<file path="config.mk">
export PLATFORM = sky130hd
export DESIGN_NAME = phy_vendor_cfg_regs
export DESIGN_NICKNAME = d
export VERILOG_FILES = /design/src/logic/phy_cfg_pkg.sv /design/src/logic/status_change_detect.sv /design/src/logic/rx_err_counter.sv /design/src/logic/phy_vendor_cfg_regs.sv
export VERILOG_INCLUDE_DIRS = /design/src /design/src/logic
export SDC_FILE = /design/constraint.sdc
export NUM_CORES = 1
export LEC_CHECK = 0
export BUFFER_PORTS_ARGS = -buffer_cell sky130_fd_sc_hd__buf_2
export CAP_MARGIN = 40
export CORE_MARGIN = 4
export CORE_UTILIZATION = 56
export DETAILED_ROUTE_END_ITERATION = 6
export GPL_TIMING_DRIVEN = 0
export PLACE_DENSITY = 0.93
export SKIP_CTS_REPAIR_TIMING = 1
export SLEW_MARGIN = 20
export SYNTH_ARGS = -nofsm -noshare
export SYNTH_HDL_FRONTEND = slang
export SYNTH_SLANG_ARGS = --single-unit
export TNS_END_PERCENT = 50
</file>
<file path="constraint.sdc">
create_clock -name sys_clk_in -period 2.7 [get_ports sys_clk_in]
set_input_delay 0.54 -clock sys_clk_in [delete_from_list [all_inputs] [get_ports sys_clk_in]]
set_output_delay 0.54 -clock sys_clk_in [all_outputs]
set_load 0.01 [all_outputs]
</file>
<file path="src/logic/phy_cfg_params.svh">
// offsets, reset values, write masks and fixed counts of the vendor
// management register bank; assumes a 5-bit management register address
`ifndef PHY_CFG_PARAMS_SVH
`define PHY_CFG_PARAMS_SVH

`define PHY_ADDR_SPECIAL_CFG 5'h14
`define PHY_ADDR_INTR_CTRL 5'h15
`define PHY_ADDR_RX_ERR_CNT 5'h16

`define PHY_SPECIAL_RESET 16'h0000
`define PHY_SPECIAL_WMASK 16'hDE7F
`define PHY_INTR_RESET 16'h0F00
`define PHY_INTR_WMASK 16'h0F00

`define PHY_TRIM_SHORT 5'h0C
`define PHY_TRIM_LONG 5'h16
`define PHY_TRIM_NONE 5'h00

`define PHY_RX_ERR_WIDTH 16
`define PHY_PD_FIELDS 9

`endif

</file>
<file path="src/logic/phy_cfg_pkg.sv">
// types of the vendor management register bank
// no assumptions beyond the params header for widths
`default_nettype none

package phy_cfg_pkg;

  // register 20 layout, msb first
  typedef struct packed {
    logic vendor_test_sel_a;
    logic vendor_test_sel_b;
    logic rsvd_13;
    logic vendor_test_sel_c;
    logic preamble_saving_ctrl;
    logic ten_meg_tx_power_save;
    logic autoneg_power_save_disable;
    logic rsvd_8;
    logic crossover_state;
    logic autoneg_digital_loopback;
    logic crossover_fix_value;
    logic crossover_force_enable;
    logic vendor_monitor_sel_hi;
    logic vendor_monitor_sel_lo;
    logic rmii_ver_1_0;
    logic power_down_level;
  } special_cfg_s;

  // register 21 layout, msb first
  typedef struct packed {
    logic irq_pending;
    logic [2:0] rsvd_14_12;
    logic duplex_event_suppress;
    logic speed_event_suppress;
    logic link_event_suppress;
    logic global_irq_suppress;
    logic [2:0] rsvd_7_5;
    logic duplex_changed_flag;
    logic speed_changed_flag;
    logic link_changed_flag;
    logic rsvd_1;
    logic irq_state;
  } intr_ctrl_s;

  // resolved line status from the transceiver core
  typedef struct packed {
    logic duplex;
    logic speed;
    logic link;
  } line_status_s;

endpackage : phy_cfg_pkg

`default_nettype wire

</file>
<file path="src/logic/status_change_detect.sv">
// flags a one-cycle change on each bit of a status vector
// assumes the status comes from logic on the same clock
`timescale 1ns/1ps
`default_nettype none

module status_change_detect #(
  parameter int WIDTH = 3
) (
  // clock and reset
  input wire logic sys_clk_in,
  input wire logic resetn_in,
  // status and change pulses
  input wire logic [WIDTH-1:0] status_in,
  output logic [WIDTH-1:0] change_out
);

  logic [WIDTH-1:0] prev_reg;
  logic [WIDTH-1:0] prev_next;
  logic primed_reg;
  logic primed_next;

  always_comb begin
    prev_next = status_in;
    primed_next = 1'b1;
  end

  always_ff @(posedge sys_clk_in or negedge resetn_in) begin
    if (!resetn_in) begin
      prev_reg <= '0;
      primed_reg <= 1'b0;
    end else begin
      prev_reg <= prev_next;
      primed_reg <= primed_next;
    end
  end

  // first cycle after reset only captures, so a link already up
  // at reset does not look like a change
  genvar i;
  generate
    for (i = 0; i < WIDTH; i++) begin : g_bit
      assign change_out[i] = primed_reg & (status_in[i] ^ prev_reg[i]);
    end
  endgenerate

endmodule : status_change_detect

`default_nettype wire

</file>
<file path="src/logic/rx_err_counter.sv">
// saturating event counter, cleared by a read strobe
// assumes inc and clear come from logic on the same clock
`timescale 1ns/1ps
`default_nettype none

module rx_err_counter #(
  parameter int WIDTH = 16
) (
  // clock and reset
  input wire logic sys_clk_in,
  input wire logic resetn_in,
  // events
  input wire logic inc_in,
  input wire logic clr_in,
  output logic [WIDTH-1:0] count_out
);

  logic [WIDTH-1:0] count_reg;
  logic [WIDTH-1:0] count_next;

  always_comb begin
    count_next = count_reg;
    if (clr_in) begin
      // an error in the clearing cycle is kept as the first count
      count_next = {{(WIDTH-1){1'b0}}, inc_in};
    end else if (inc_in && !(&count_reg)) begin
      count_next = count_reg + {{(WIDTH-1){1'b0}}, 1'b1};
    end
  end

  always_ff @(posedge sys_clk_in or negedge resetn_in) begin
    if (!resetn_in) begin
      count_reg <= '0;
    end else begin
      count_reg <= count_next;
    end
  end

  assign count_out = count_reg;

endmodule : rx_err_counter

`default_nettype wire

</file>
<file path="src/logic/phy_vendor_cfg_regs.sv">
// vendor configuration, interrupt and receive error registers of a
// 10/100 transceiver's management block
// assumes status, error and register-29 inputs come from core logic
// on sys_clk_in; bus strobes are one cycle and never overlap
//
// Function
// - bit 11 high keeps normal preamble; low with bit 10 shortens it.
// - shortened preamble drops 12 bits if register 29 bit 11, else 22.
// - register 20 bit 10 enables 10M transmit power saving; resets 0.
// - bit 9 high disables autoneg power saving; zero keeps it enabled.
// - bit 7 read-only, reports crossover state, 1 MDIX, 0 MDI.
// - bit 6 puts autoneg logic in digital loopback; zero is normal.
// - bit 4 high disables automatic crossover; zero keeps it automatic.
// - forced crossover state equals bit 5 while automatic crossover off.
// - bit 1 high selects RMII 1.0, zero selects RMII 1.2.
// - bit 0 gives power-down value for selected register 19 fields.
// - reserved bits read zero and ignore writes.
// - register 21 bit 15 mirrors bit 0 and clears on read.
// - duplex and speed suppress bits block their interrupts; reset to 1.
// - global suppress bit, reset 1, blocks every interrupt.
// - duplex, speed, link change flags latch high, clear on read.
// - bit 0 set when unmasked change flag set; clears on read.
// - 16-bit receive error counter counts errors, clears on read.
// - selected register 19 fields use bit 0 instead of stored value.
`timescale 1ns/1ps
`default_nettype none
`include "phy_cfg_params.svh"

module phy_vendor_cfg_regs #(
  parameter int PD_FIELDS = `PHY_PD_FIELDS,
  parameter int ERR_WIDTH = `PHY_RX_ERR_WIDTH
) (
  // clock and reset
  input wire logic sys_clk_in,
  input wire logic resetn_in,
  // management register port
  input wire logic [4:0] reg_addr_in,
  input wire logic [15:0] reg_wdata_in,
  input wire logic reg_wr_in,
  input wire logic reg_rd_in,
  output logic [15:0] reg_rdata_out,
  // status from the transceiver core
  input wire phy_cfg_pkg::line_status_s line_status_in,
  input wire logic auto_crossover_state_in,
  input wire logic rx_error_in,
  input wire logic preamble_short_trim_sel_in,
  input wire logic [PD_FIELDS-1:0] vendor_pd_select_in,
  input wire logic [PD_FIELDS-1:0] vendor_pd_stored_in,
  // controls to the transceiver core
  output logic [4:0] tx_preamble_trim_out,
  output logic ten_meg_tx_power_save_out,
  output logic autoneg_power_save_en_out,
  output logic crossover_state_out,
  output logic auto_crossover_en_out,
  output logic autoneg_digital_loopback_out,
  output logic rmii_ver_1_0_out,
  output logic [PD_FIELDS-1:0] pd_effective_out,
  // interrupt pin
  output logic mgmt_irq_n_out
);

  // address match, shared by the write and clear-on-read paths
  function automatic logic addr_hit(input logic [4:0] addr,
                                    input logic [4:0] offset);
    addr_hit = (addr == offset);
  endfunction : addr_hit

  logic wr_special;
  logic wr_intr;
  logic rd_intr;
  logic rd_err;

  assign wr_special = reg_wr_in & addr_hit(reg_addr_in,
                                           `PHY_ADDR_SPECIAL_CFG);
  assign wr_intr = reg_wr_in & addr_hit(reg_addr_in, `PHY_ADDR_INTR_CTRL);
  assign rd_intr = reg_rd_in & addr_hit(reg_addr_in, `PHY_ADDR_INTR_CTRL);
  assign rd_err = reg_rd_in & addr_hit(reg_addr_in, `PHY_ADDR_RX_ERR_CNT);

  // register 20

  phy_cfg_pkg::special_cfg_s special_reg;
  phy_cfg_pkg::special_cfg_s special_next;

  always_comb begin
    special_next = special_reg;
    if (wr_special) begin
      // reserved bits and the read-only state bit drop out here
      special_next = phy_cfg_pkg::special_cfg_s'(
        reg_wdata_in & `PHY_SPECIAL_WMASK);
    end
    // forced value wins over the resolver while auto crossover is off
    if (special_next.crossover_force_enable) begin
      special_next.crossover_state =
        special_next.crossover_fix_value;
    end else begin
      special_next.crossover_state = auto_crossover_state_in;
    end
  end

  always_ff @(posedge sys_clk_in or negedge resetn_in) begin
    if (!resetn_in) begin
      special_reg <= phy_cfg_pkg::special_cfg_s'(`PHY_SPECIAL_RESET);
    end else begin
      special_reg <= special_next;
    end
  end

  // single-bit core controls, one flop each; the two enables are
  // stored already inverted so no output passes through a gate
  logic ten_meg_ps_reg;
  logic ten_meg_ps_next;
  logic an_ps_en_reg;
  logic an_ps_en_next;
  logic xover_state_reg;
  logic xover_state_next;
  logic auto_xover_en_reg;
  logic auto_xover_en_next;
  logic an_loopback_reg;
  logic an_loopback_next;
  logic rmii_1_0_reg;
  logic rmii_1_0_next;

  always_comb begin
    ten_meg_ps_next = special_next.ten_meg_tx_power_save;
    an_ps_en_next = ~special_next.autoneg_power_save_disable;
    xover_state_next = special_next.crossover_state;
    auto_xover_en_next = ~special_next.crossover_force_enable;
    an_loopback_next = special_next.autoneg_digital_loopback;
    rmii_1_0_next = special_next.rmii_ver_1_0;
  end

  // reset values match the register 20 reset word
  always_ff @(posedge sys_clk_in or negedge resetn_in) begin
    if (!resetn_in) begin
      ten_meg_ps_reg <= 1'b0;
      an_ps_en_reg <= 1'b1;
      xover_state_reg <= 1'b0;
      auto_xover_en_reg <= 1'b1;
      an_loopback_reg <= 1'b0;
      rmii_1_0_reg <= 1'b0;
    end else begin
      ten_meg_ps_reg <= ten_meg_ps_next;
      an_ps_en_reg <= an_ps_en_next;
      xover_state_reg <= xover_state_next;
      auto_xover_en_reg <= auto_xover_en_next;
      an_loopback_reg <= an_loopback_next;
      rmii_1_0_reg <= rmii_1_0_next;
    end
  end

  // register 21

  phy_cfg_pkg::intr_ctrl_s intr_reg;
  phy_cfg_pkg::intr_ctrl_s intr_next;
  logic [2:0] change_pulse;
  logic [2:0] event_enable;
  logic [2:0] flags_next;

  status_change_detect #(
    .WIDTH(3)
  ) u_change (
    .sys_clk_in(sys_clk_in),
    .resetn_in(resetn_in),
    .status_in(line_status_in),
    .change_out(change_pulse)
  );

  always_comb begin
    intr_next = intr_reg;
    if (wr_intr) begin
      {intr_next.duplex_event_suppress,
       intr_next.speed_event_suppress,
       intr_next.link_event_suppress,
       intr_next.global_irq_suppress} =
        reg_wdata_in[11:8];
    end
    // a change in the read cycle survives the clear
    flags_next = {intr_reg.duplex_changed_flag,
                  intr_reg.speed_changed_flag,
                  intr_reg.link_changed_flag};
    if (rd_intr) begin
      flags_next = 3'h0;
    end
    flags_next = flags_next | change_pulse;
    {intr_next.duplex_changed_flag,
     intr_next.speed_changed_flag,
     intr_next.link_changed_flag} = flags_next;
    event_enable = ~{intr_next.duplex_event_suppress,
                     intr_next.speed_event_suppress,
                     intr_next.link_event_suppress};
    intr_next.irq_state = intr_reg.irq_state & ~rd_intr;
    if (!intr_next.global_irq_suppress &&
        |(flags_next & event_enable)) begin
      intr_next.irq_state = 1'b1;
    end
    intr_next.irq_pending = intr_next.irq_state;
    intr_next.rsvd_14_12 = 3'h0;
    intr_next.rsvd_7_5 = 3'h0;
    intr_next.rsvd_1 = 1'b0;
  end

  always_ff @(posedge sys_clk_in or negedge resetn_in) begin
    if (!resetn_in) begin
      intr_reg <= phy_cfg_pkg::intr_ctrl_s'(`PHY_INTR_RESET);
    end else begin
      intr_reg <= intr_next;
    end
  end

  // register 22

  logic [ERR_WIDTH-1:0] err_count;

  rx_err_counter #(
    .WIDTH(ERR_WIDTH)
  ) u_err_count (
    .sys_clk_in(sys_clk_in),
    .resetn_in(resetn_in),
    .inc_in(rx_error_in),
    .clr_in(rd_err),
    .count_out(err_count)
  );

  // read data, valid only in the cycle after the strobe

  logic [15:0] rdata_reg;
  logic [15:0] rdata_next;

  always_comb begin
    rdata_next = 16'h0000;
    if (reg_rd_in) begin
      unique case (reg_addr_in)
        `PHY_ADDR_SPECIAL_CFG: rdata_next = special_reg;
        `PHY_ADDR_INTR_CTRL: rdata_next = intr_reg;
        `PHY_ADDR_RX_ERR_CNT: rdata_next = 16'(err_count);
        default: rdata_next = 16'h0000;
      endcase
    end
  end

  always_ff @(posedge sys_clk_in or negedge resetn_in) begin
    if (!resetn_in) begin
      rdata_reg <= 16'h0000;
    end else begin
      rdata_reg <= rdata_next;
    end
  end

  assign reg_rdata_out = rdata_reg;

  // derived controls, registered so every output leaves a flop

  logic [4:0] trim_reg;
  logic [4:0] trim_next;
  logic [PD_FIELDS-1:0] pd_reg;
  logic [PD_FIELDS-1:0] pd_next;
  logic irq_n_reg;
  logic irq_n_next;

  genvar g;
  generate
    for (g = 0; g < PD_FIELDS; g++) begin : g_pd
      assign pd_next[g] = vendor_pd_select_in[g] ?
        special_next.power_down_level :
        vendor_pd_stored_in[g];
    end
  endgenerate

  always_comb begin
    trim_next = `PHY_TRIM_NONE;
    if (special_next.ten_meg_tx_power_save &&
        !special_next.preamble_saving_ctrl) begin
      trim_next = preamble_short_trim_sel_in ?
        `PHY_TRIM_SHORT : `PHY_TRIM_LONG;
    end
    // pin follows the status flop exactly, no extra cycle of lag
    irq_n_next = ~intr_next.irq_state;
  end

  always_ff @(posedge sys_clk_in or negedge resetn_in) begin
    if (!resetn_in) begin
      trim_reg <= `PHY_TRIM_NONE;
      pd_reg <= '0;
      irq_n_reg <= 1'b1;
    end else begin
      trim_reg <= trim_next;
      pd_reg <= pd_next;
      irq_n_reg <= irq_n_next;
    end
  end

  assign tx_preamble_trim_out = trim_reg;
  assign pd_effective_out = pd_reg;
  assign mgmt_irq_n_out = irq_n_reg;
  assign ten_meg_tx_power_save_out = ten_meg_ps_reg;
  assign autoneg_power_save_en_out = an_ps_en_reg;
  assign crossover_state_out = xover_state_reg;
  assign auto_crossover_en_out = auto_xover_en_reg;
  assign autoneg_digital_loopback_out = an_loopback_reg;
  assign rmii_ver_1_0_out = rmii_1_0_reg;

endmodule : phy_vendor_cfg_regs

`default_nettype wire

</file>
* Yosys cells after proc, flatten, opt, wreduce, memory -nomap -nowiden
Cells that the tools add are included. Widths: inputs -> output; s select.
Word-level totals: register bits after elaboration 75, input port bits 49, output and inout bits 37
Operators by class: add/sub/neg operators 1, eq/ne operators 3, muxes and demuxes 20, bitwise logic cells 18, reduce and logical (&&, ||, !) cells 9
Operator list (count):
- $mux 16 | 3
- $pmux 16 s3 | 1
- $add 16x1->16 const B | 1
- $reduce_and 16->1 | 1
- $eq 5x5->1 const B | 3
- $mux 12 | 1
- $mux 1 | 11
- $mux 5 | 2
- $and 1x1->1 | 8
- $mux 4 | 1
- $not 1->1 | 4
- $and 3x3->3 | 1
- $logic_and 1x1->1 | 3
- $logic_not 1->1 | 3
- $mux 3 | 1
- $not 3->3 | 1
- $or 3x3->3 | 1
- $reduce_or 3->1 | 1
- $xor 1x1->1 | 3
- $reduce_bool 2->1 | 1

* Logic depth before layout (Yosys ltp)
depth after elaboration 9, mapped depth 7, mapped depth without buffers 6

* Cells and area by module
From an unflattened synthesis, not the netlist that was laid out.
Second synthesis, totals: cell total of the unflattened synthesis 277, area, all modules 3194.3 µm²
By module, submodules not included:
- phy_vendor_cfg_regs | times used 1, cells an instance 175, area an instance 2157.1 µm²
- rx_err_counter | times used 1, cells an instance 91, area an instance 888.4 µm²
- status_change_detect | times used 1, cells an instance 11, area an instance 148.9 µm²

* Least setup slack after synthesis
Ideal clock, no wire load.
path type input-to-reg, start input port reg_addr_in[1], end register intr_reg[0] (netlist bit), setup time 0.126 ns, arrival time 1.782 ns, required time 2.574 ns, path slack 0.792 ns, stages on the path 6, path buffers 1, path through or3b_4 -> nor2b_2 -> buf_6 -> nand2_4 -> a22o_4 -> a311o_1
RTL lines:
- start, declared | line phy_vendor_cfg_regs.sv:37 | input wire logic [4:0] reg_addr_in,
- end signal, assigned | line phy_vendor_cfg_regs.sv:204 | intr_reg <= phy_cfg_pkg::intr_ctrl_s'(`PHY_INTR_RESET);
- end signal, assigned | line phy_vendor_cfg_regs.sv:206 | intr_reg <= intr_next;
- end, declared | line phy_vendor_cfg_regs.sv:153 | phy_cfg_pkg::intr_ctrl_s intr_reg;

* Final worst setup path
start input port reg_addr_in[1], end register pd_reg[3], in the netlist pd_effective_out[3]
Between the ends: cells in the longest elaborated chain, start to end 4
RTL lines:
- $eq 5x5->1 | line phy_vendor_cfg_regs.sv:65 | addr_hit = (addr == offset);
- $and 1x1->1 | line phy_vendor_cfg_regs.sv:73 | assign wr_special = reg_wr_in & addr_hit(reg_addr_in,
- $mux 12 | line phy_vendor_cfg_regs.sv:86 | if (wr_special) begin
- $mux 1 | line phy_vendor_cfg_regs.sv:263 | assign pd_next[g] = vendor_pd_select_in[g] ?
- net pd_next[3] | line phy_vendor_cfg_regs.sv:256 | logic [PD_FIELDS-1:0] pd_next;
- end signal, assigned | line phy_vendor_cfg_regs.sv:287 | pd_reg <= pd_next;
- end, declared | line phy_vendor_cfg_regs.sv:255 | logic [PD_FIELDS-1:0] pd_reg;
The timed path passes the listed nets, and every way through them passes these cells. A chain may end at the register's enable or synchronous reset.

==> flow_metrics.py <==
metrics = {
    "finish": {
        "mostFrequentLayoutCells": "86 x sky130_fd_sc_hd__buf_2, 66 x sky130_fd_sc_hd__dfrtp_1, 34 x sky130_fd_sc_hd__nor2_1, 20 x sky130_fd_sc_hd__nand2_1, 18 x sky130_fd_sc_hd__a21oi_1",
        "finish.net_count": 419,
        "antenna_cells_inserted": 0,
        "final_layout_size_suffix_gt1_share_pct": 35.56,
        "layout.cells.most_common": "sky130_fd_sc_hd__buf_2",
        "area_growth_syn_to_layout_pct": 22.43,
    },
    "yosys": {
        "number_of_enable_type_register_cells_in_the_synthesized_netlist": 0,
        "fraction_of_synthesis_flops_using_an_asynchronous_set_or_reset_pin_pct": 100.0,
        "sequential_area_share_after_synthesis_pct": 58.66,
        "post_synth_instance_area_um2": 3129,
        "yosys_most_used_dff": "sky130_fd_sc_hd__dfrtp_1",
        "yosys_warnings": 0,
        "synth.ff_latch_count": 73,
        "postSynthCellCount": 275,
        "synth.net_count": 325,
        "syn_area_per_cell_um2": 11.38,
        "synthDistinctLibCells": 49,
    },
    "timing": {
        "hold_violations": 0,
        "rsz0062_at_grt": "false",
        "setup_viol": 0,
        "final-max-slew-violation-count": 0,
        "final_sum_of_negative_setup_slack_ns": 0,
        "worst_slew_margin_rel_pct": 47.03,
        "finalCritPeriodShare_pct": 68.67,
        "final.setup.worst_slack_ns": 0.8460,
        "timing.final.crit_period_ns": 1.854,
        "worst-slew-pin-transition_ns": 0.7724,
        "final.setup_skew_ns": 0.006337,
        "fmax_mhz": 539.4,
    },
    "worst_setup_path": {
        "crit_path_required_time_ns": 2.90,
        "timing.critical_path.fanout_max": 10,
        "cp.depth": 5,
        "cp.arrival_ns": 2.05,
        "timing.critical_path.max_delay_family": "multiplexers",
        "rr_endpoint": "u_err_count.count_out[7]",
        "critPathLaunchType": "primary input",
        "ff2ff_path_depth": 6,
        "rr_startpoint": "u_err_count.count_out[0]",
        "crit_path_max_incr_delay_ns": 0.68,
        "worstPathBufferInverterCount": 1,
        "timing.reg2reg.setup_slack_ns": 0.86,
        "critPathCaptureType": "register",
        "cp_slowest_cell": "sky130_fd_sc_hd__mux2i_1",
        "path_cells": "buf_2 -> and4bb_2 -> nand2_1 -> mux2i_1 -> a21oi_1",
        "crit_type": "primary input to register",
    },
    "global_route": {
        "groute.usage.overall_pct": 24.23,
        "maximum_number_of_pins_on_one_net_before_global_route_repair": 53,
        "grt-ovfl-total": 0,
        "antenna_found_initial": 0,
        "via_count_of_the_first_global_routing_pass": 2647,
        "grt_first_pass_wirelength_um": 12200,
    },
    "clock_tree": {
        "cts_tree": "built",
        "clkSlewWorstSetupHoldPaths_ns": 0.07,
        "cts.path.max_buffers": 2,
        "htreeDepth": 3,
        "cts-buffers-inserted": 9,
        "cts_sinks": 73,
        "clk_tree_root_cell": "sky130_fd_sc_hd__clkbuf_8",
        "clk_latency_ns": 0.35,
    },
    "detailed_routing": {
        "route.detailed.vias_per_inst": 5.577,
        "wl_um": 7314,
        "post-route-drc-count": 0,
        "drtAntennaViolNets": 0,
        "number_of_detailed_routing_iterations_run_before_antenna_repair": 5,
        "dr_total_vias": 2476,
        "detailedRoute.firstIterationViolations": 291,
        "route.detailed.wl_per_inst_um": 16.47,
    },
    "power": {
        "powerDensity_nw_per_um2": 641.9,
        "p_leak_uw": 0.001856,
        "power.ir.vdd_worst_mv": 0.4312,
    },
    "placed_design": {
        "placement.io_buffers": 82,
        "finalWeightedCongestion": 0.8837,
        "post-place-ws_ns": 0.4613,
        "dp_hpwl_um": 5382,
    },
    "hold_path": {
        "timing.hold.worst.class": "primary input to async pin",
    },
    "job": {
        "maxCapViolations": 0,
    },
    "floorplan": {
        "top_level_ports": 86,
        "start_util_pct": 59.38,
        "die_width_um": 82.75,
        "floorplan.die.height_um": 82.75,
        "placement_rows": 26,
        "die_area_um2": 6848,
        "fp.coreArea_um2": 5270,
    },
    "run_status": {
        "run_status": "finished clean",
    },
}
kinds of logic after synthesis:
family          after synthesis  share of synthesized area, %
compound gates               56                         12.60
xor+xnor                     13                         3.639
fa+ha+maj                     1                        0.3998
buf+inv                      17                         2.719
flops                        73                         58.66
mux                          18                         6.198
other cells                   2                        0.2400
simple gates                 95                         15.55
layer usage:
layer	wire length, um	up-vias	global-route usage, %
li1	-	1153	-
met1	2981	1194	30.42
met2	3571	114	39.82
met3	599	15	5.098
met4	162	0	11.93
met5	0	-	0
worst register-to-register path, delay by kind of cell (launching register included):
family | cells | cell delay, ns
compound gates | 3 | 0.58
simple gates | 2 | 0.50
flops | 1 | 0.42
fa+ha+maj | 1 | 0.26
area by class of cell:
| class | instances | area (um^2) |
|---|---|---|
| Buffer | 12 | 66.31 |
| Multi-Input combinational cell | 185 | 1209 |
| Clock inverter | 3 | 15.01 |
| Fill cell | 388 | 1439 |
| Sequential cell | 73 | 1836 |
| Inverter | 5 | 18.77 |
| Clock buffer | 13 | 158.9 |
| Timing Repair Buffer | 83 | 440.4 |
| Tap cell | 70 | 87.58 |
metrics by stage:
| stage | hold slack, ns | instances | utilization, % | area, um^2 | power [uW] |
|---|---|---|---|---|---|
| 6_report | 0.07136 | 444 | 72.70 | 3831 | 2459 |
| 5_1_grt | 0.09760 | 444 | 72.70 | 3831 | 2580 |
| 4_1_cts | 0.07446 | 444 | 72.70 | 3831 | 2469 |
| 3_5_place_dp | 0.4476 | 428 | 69.40 | 3657 | 1718 |
| 3_3_place_gp | 0.4342 | 427 | 68.83 | 3627 | 1683 |
| 2_1_floorplan | 0.2444 | 275 | - | 3129 | 1536 |
power breakdown:
part           switching [uW]  internal (uW)  total (uW)
combinational             199            168         367
clock                     378            380         758
sequential                104           1230        1330
synthesized netlist by cell type, drive strengths merged, types with 4 or more instances:
| library cell | count | area [um^2] |
|---|---|---|
| dfstp | 7 | 183.9 |
| mux2i | 7 | 70.07 |
| o21ai | 4 | 20.02 |
| clkbuf | 4 | 15.01 |
| inv | 5 | 18.77 |
| nor2b | 4 | 27.53 |
| dfrtp | 66 | 1652 |
| a21oi | 18 | 90.09 |
| nor2 | 34 | 127.6 |
| a22oi | 13 | 97.59 |
| mux2 | 11 | 123.9 |
| and2 | 5 | 31.28 |
| xnor2 | 6 | 52.55 |
| buf | 8 | 51.29 |
| nand3 | 8 | 45.04 |
| and3 | 6 | 37.54 |
| xor2 | 7 | 61.31 |
| nand2 | 21 | 86.33 |
worst max-delay path by stage:
stage / from / to / slack, ns
global route: u_err_count.count_out[0] / u_err_count.count_out[7] / 0.64
detailed placement: reg_addr_in[1] / pd_effective_out[3] / 0.46
CTS: reg_addr_in[1] / pd_effective_out[3] / 0.83
finish: reg_addr_in[1] / pd_effective_out[3] / 0.85
floorplan: reg_addr_in[1] / intr_reg[0] / 0.79
global placement: reg_addr_in[1] / pd_effective_out[2] / 0.52
(Power assumes the default switching activity.)
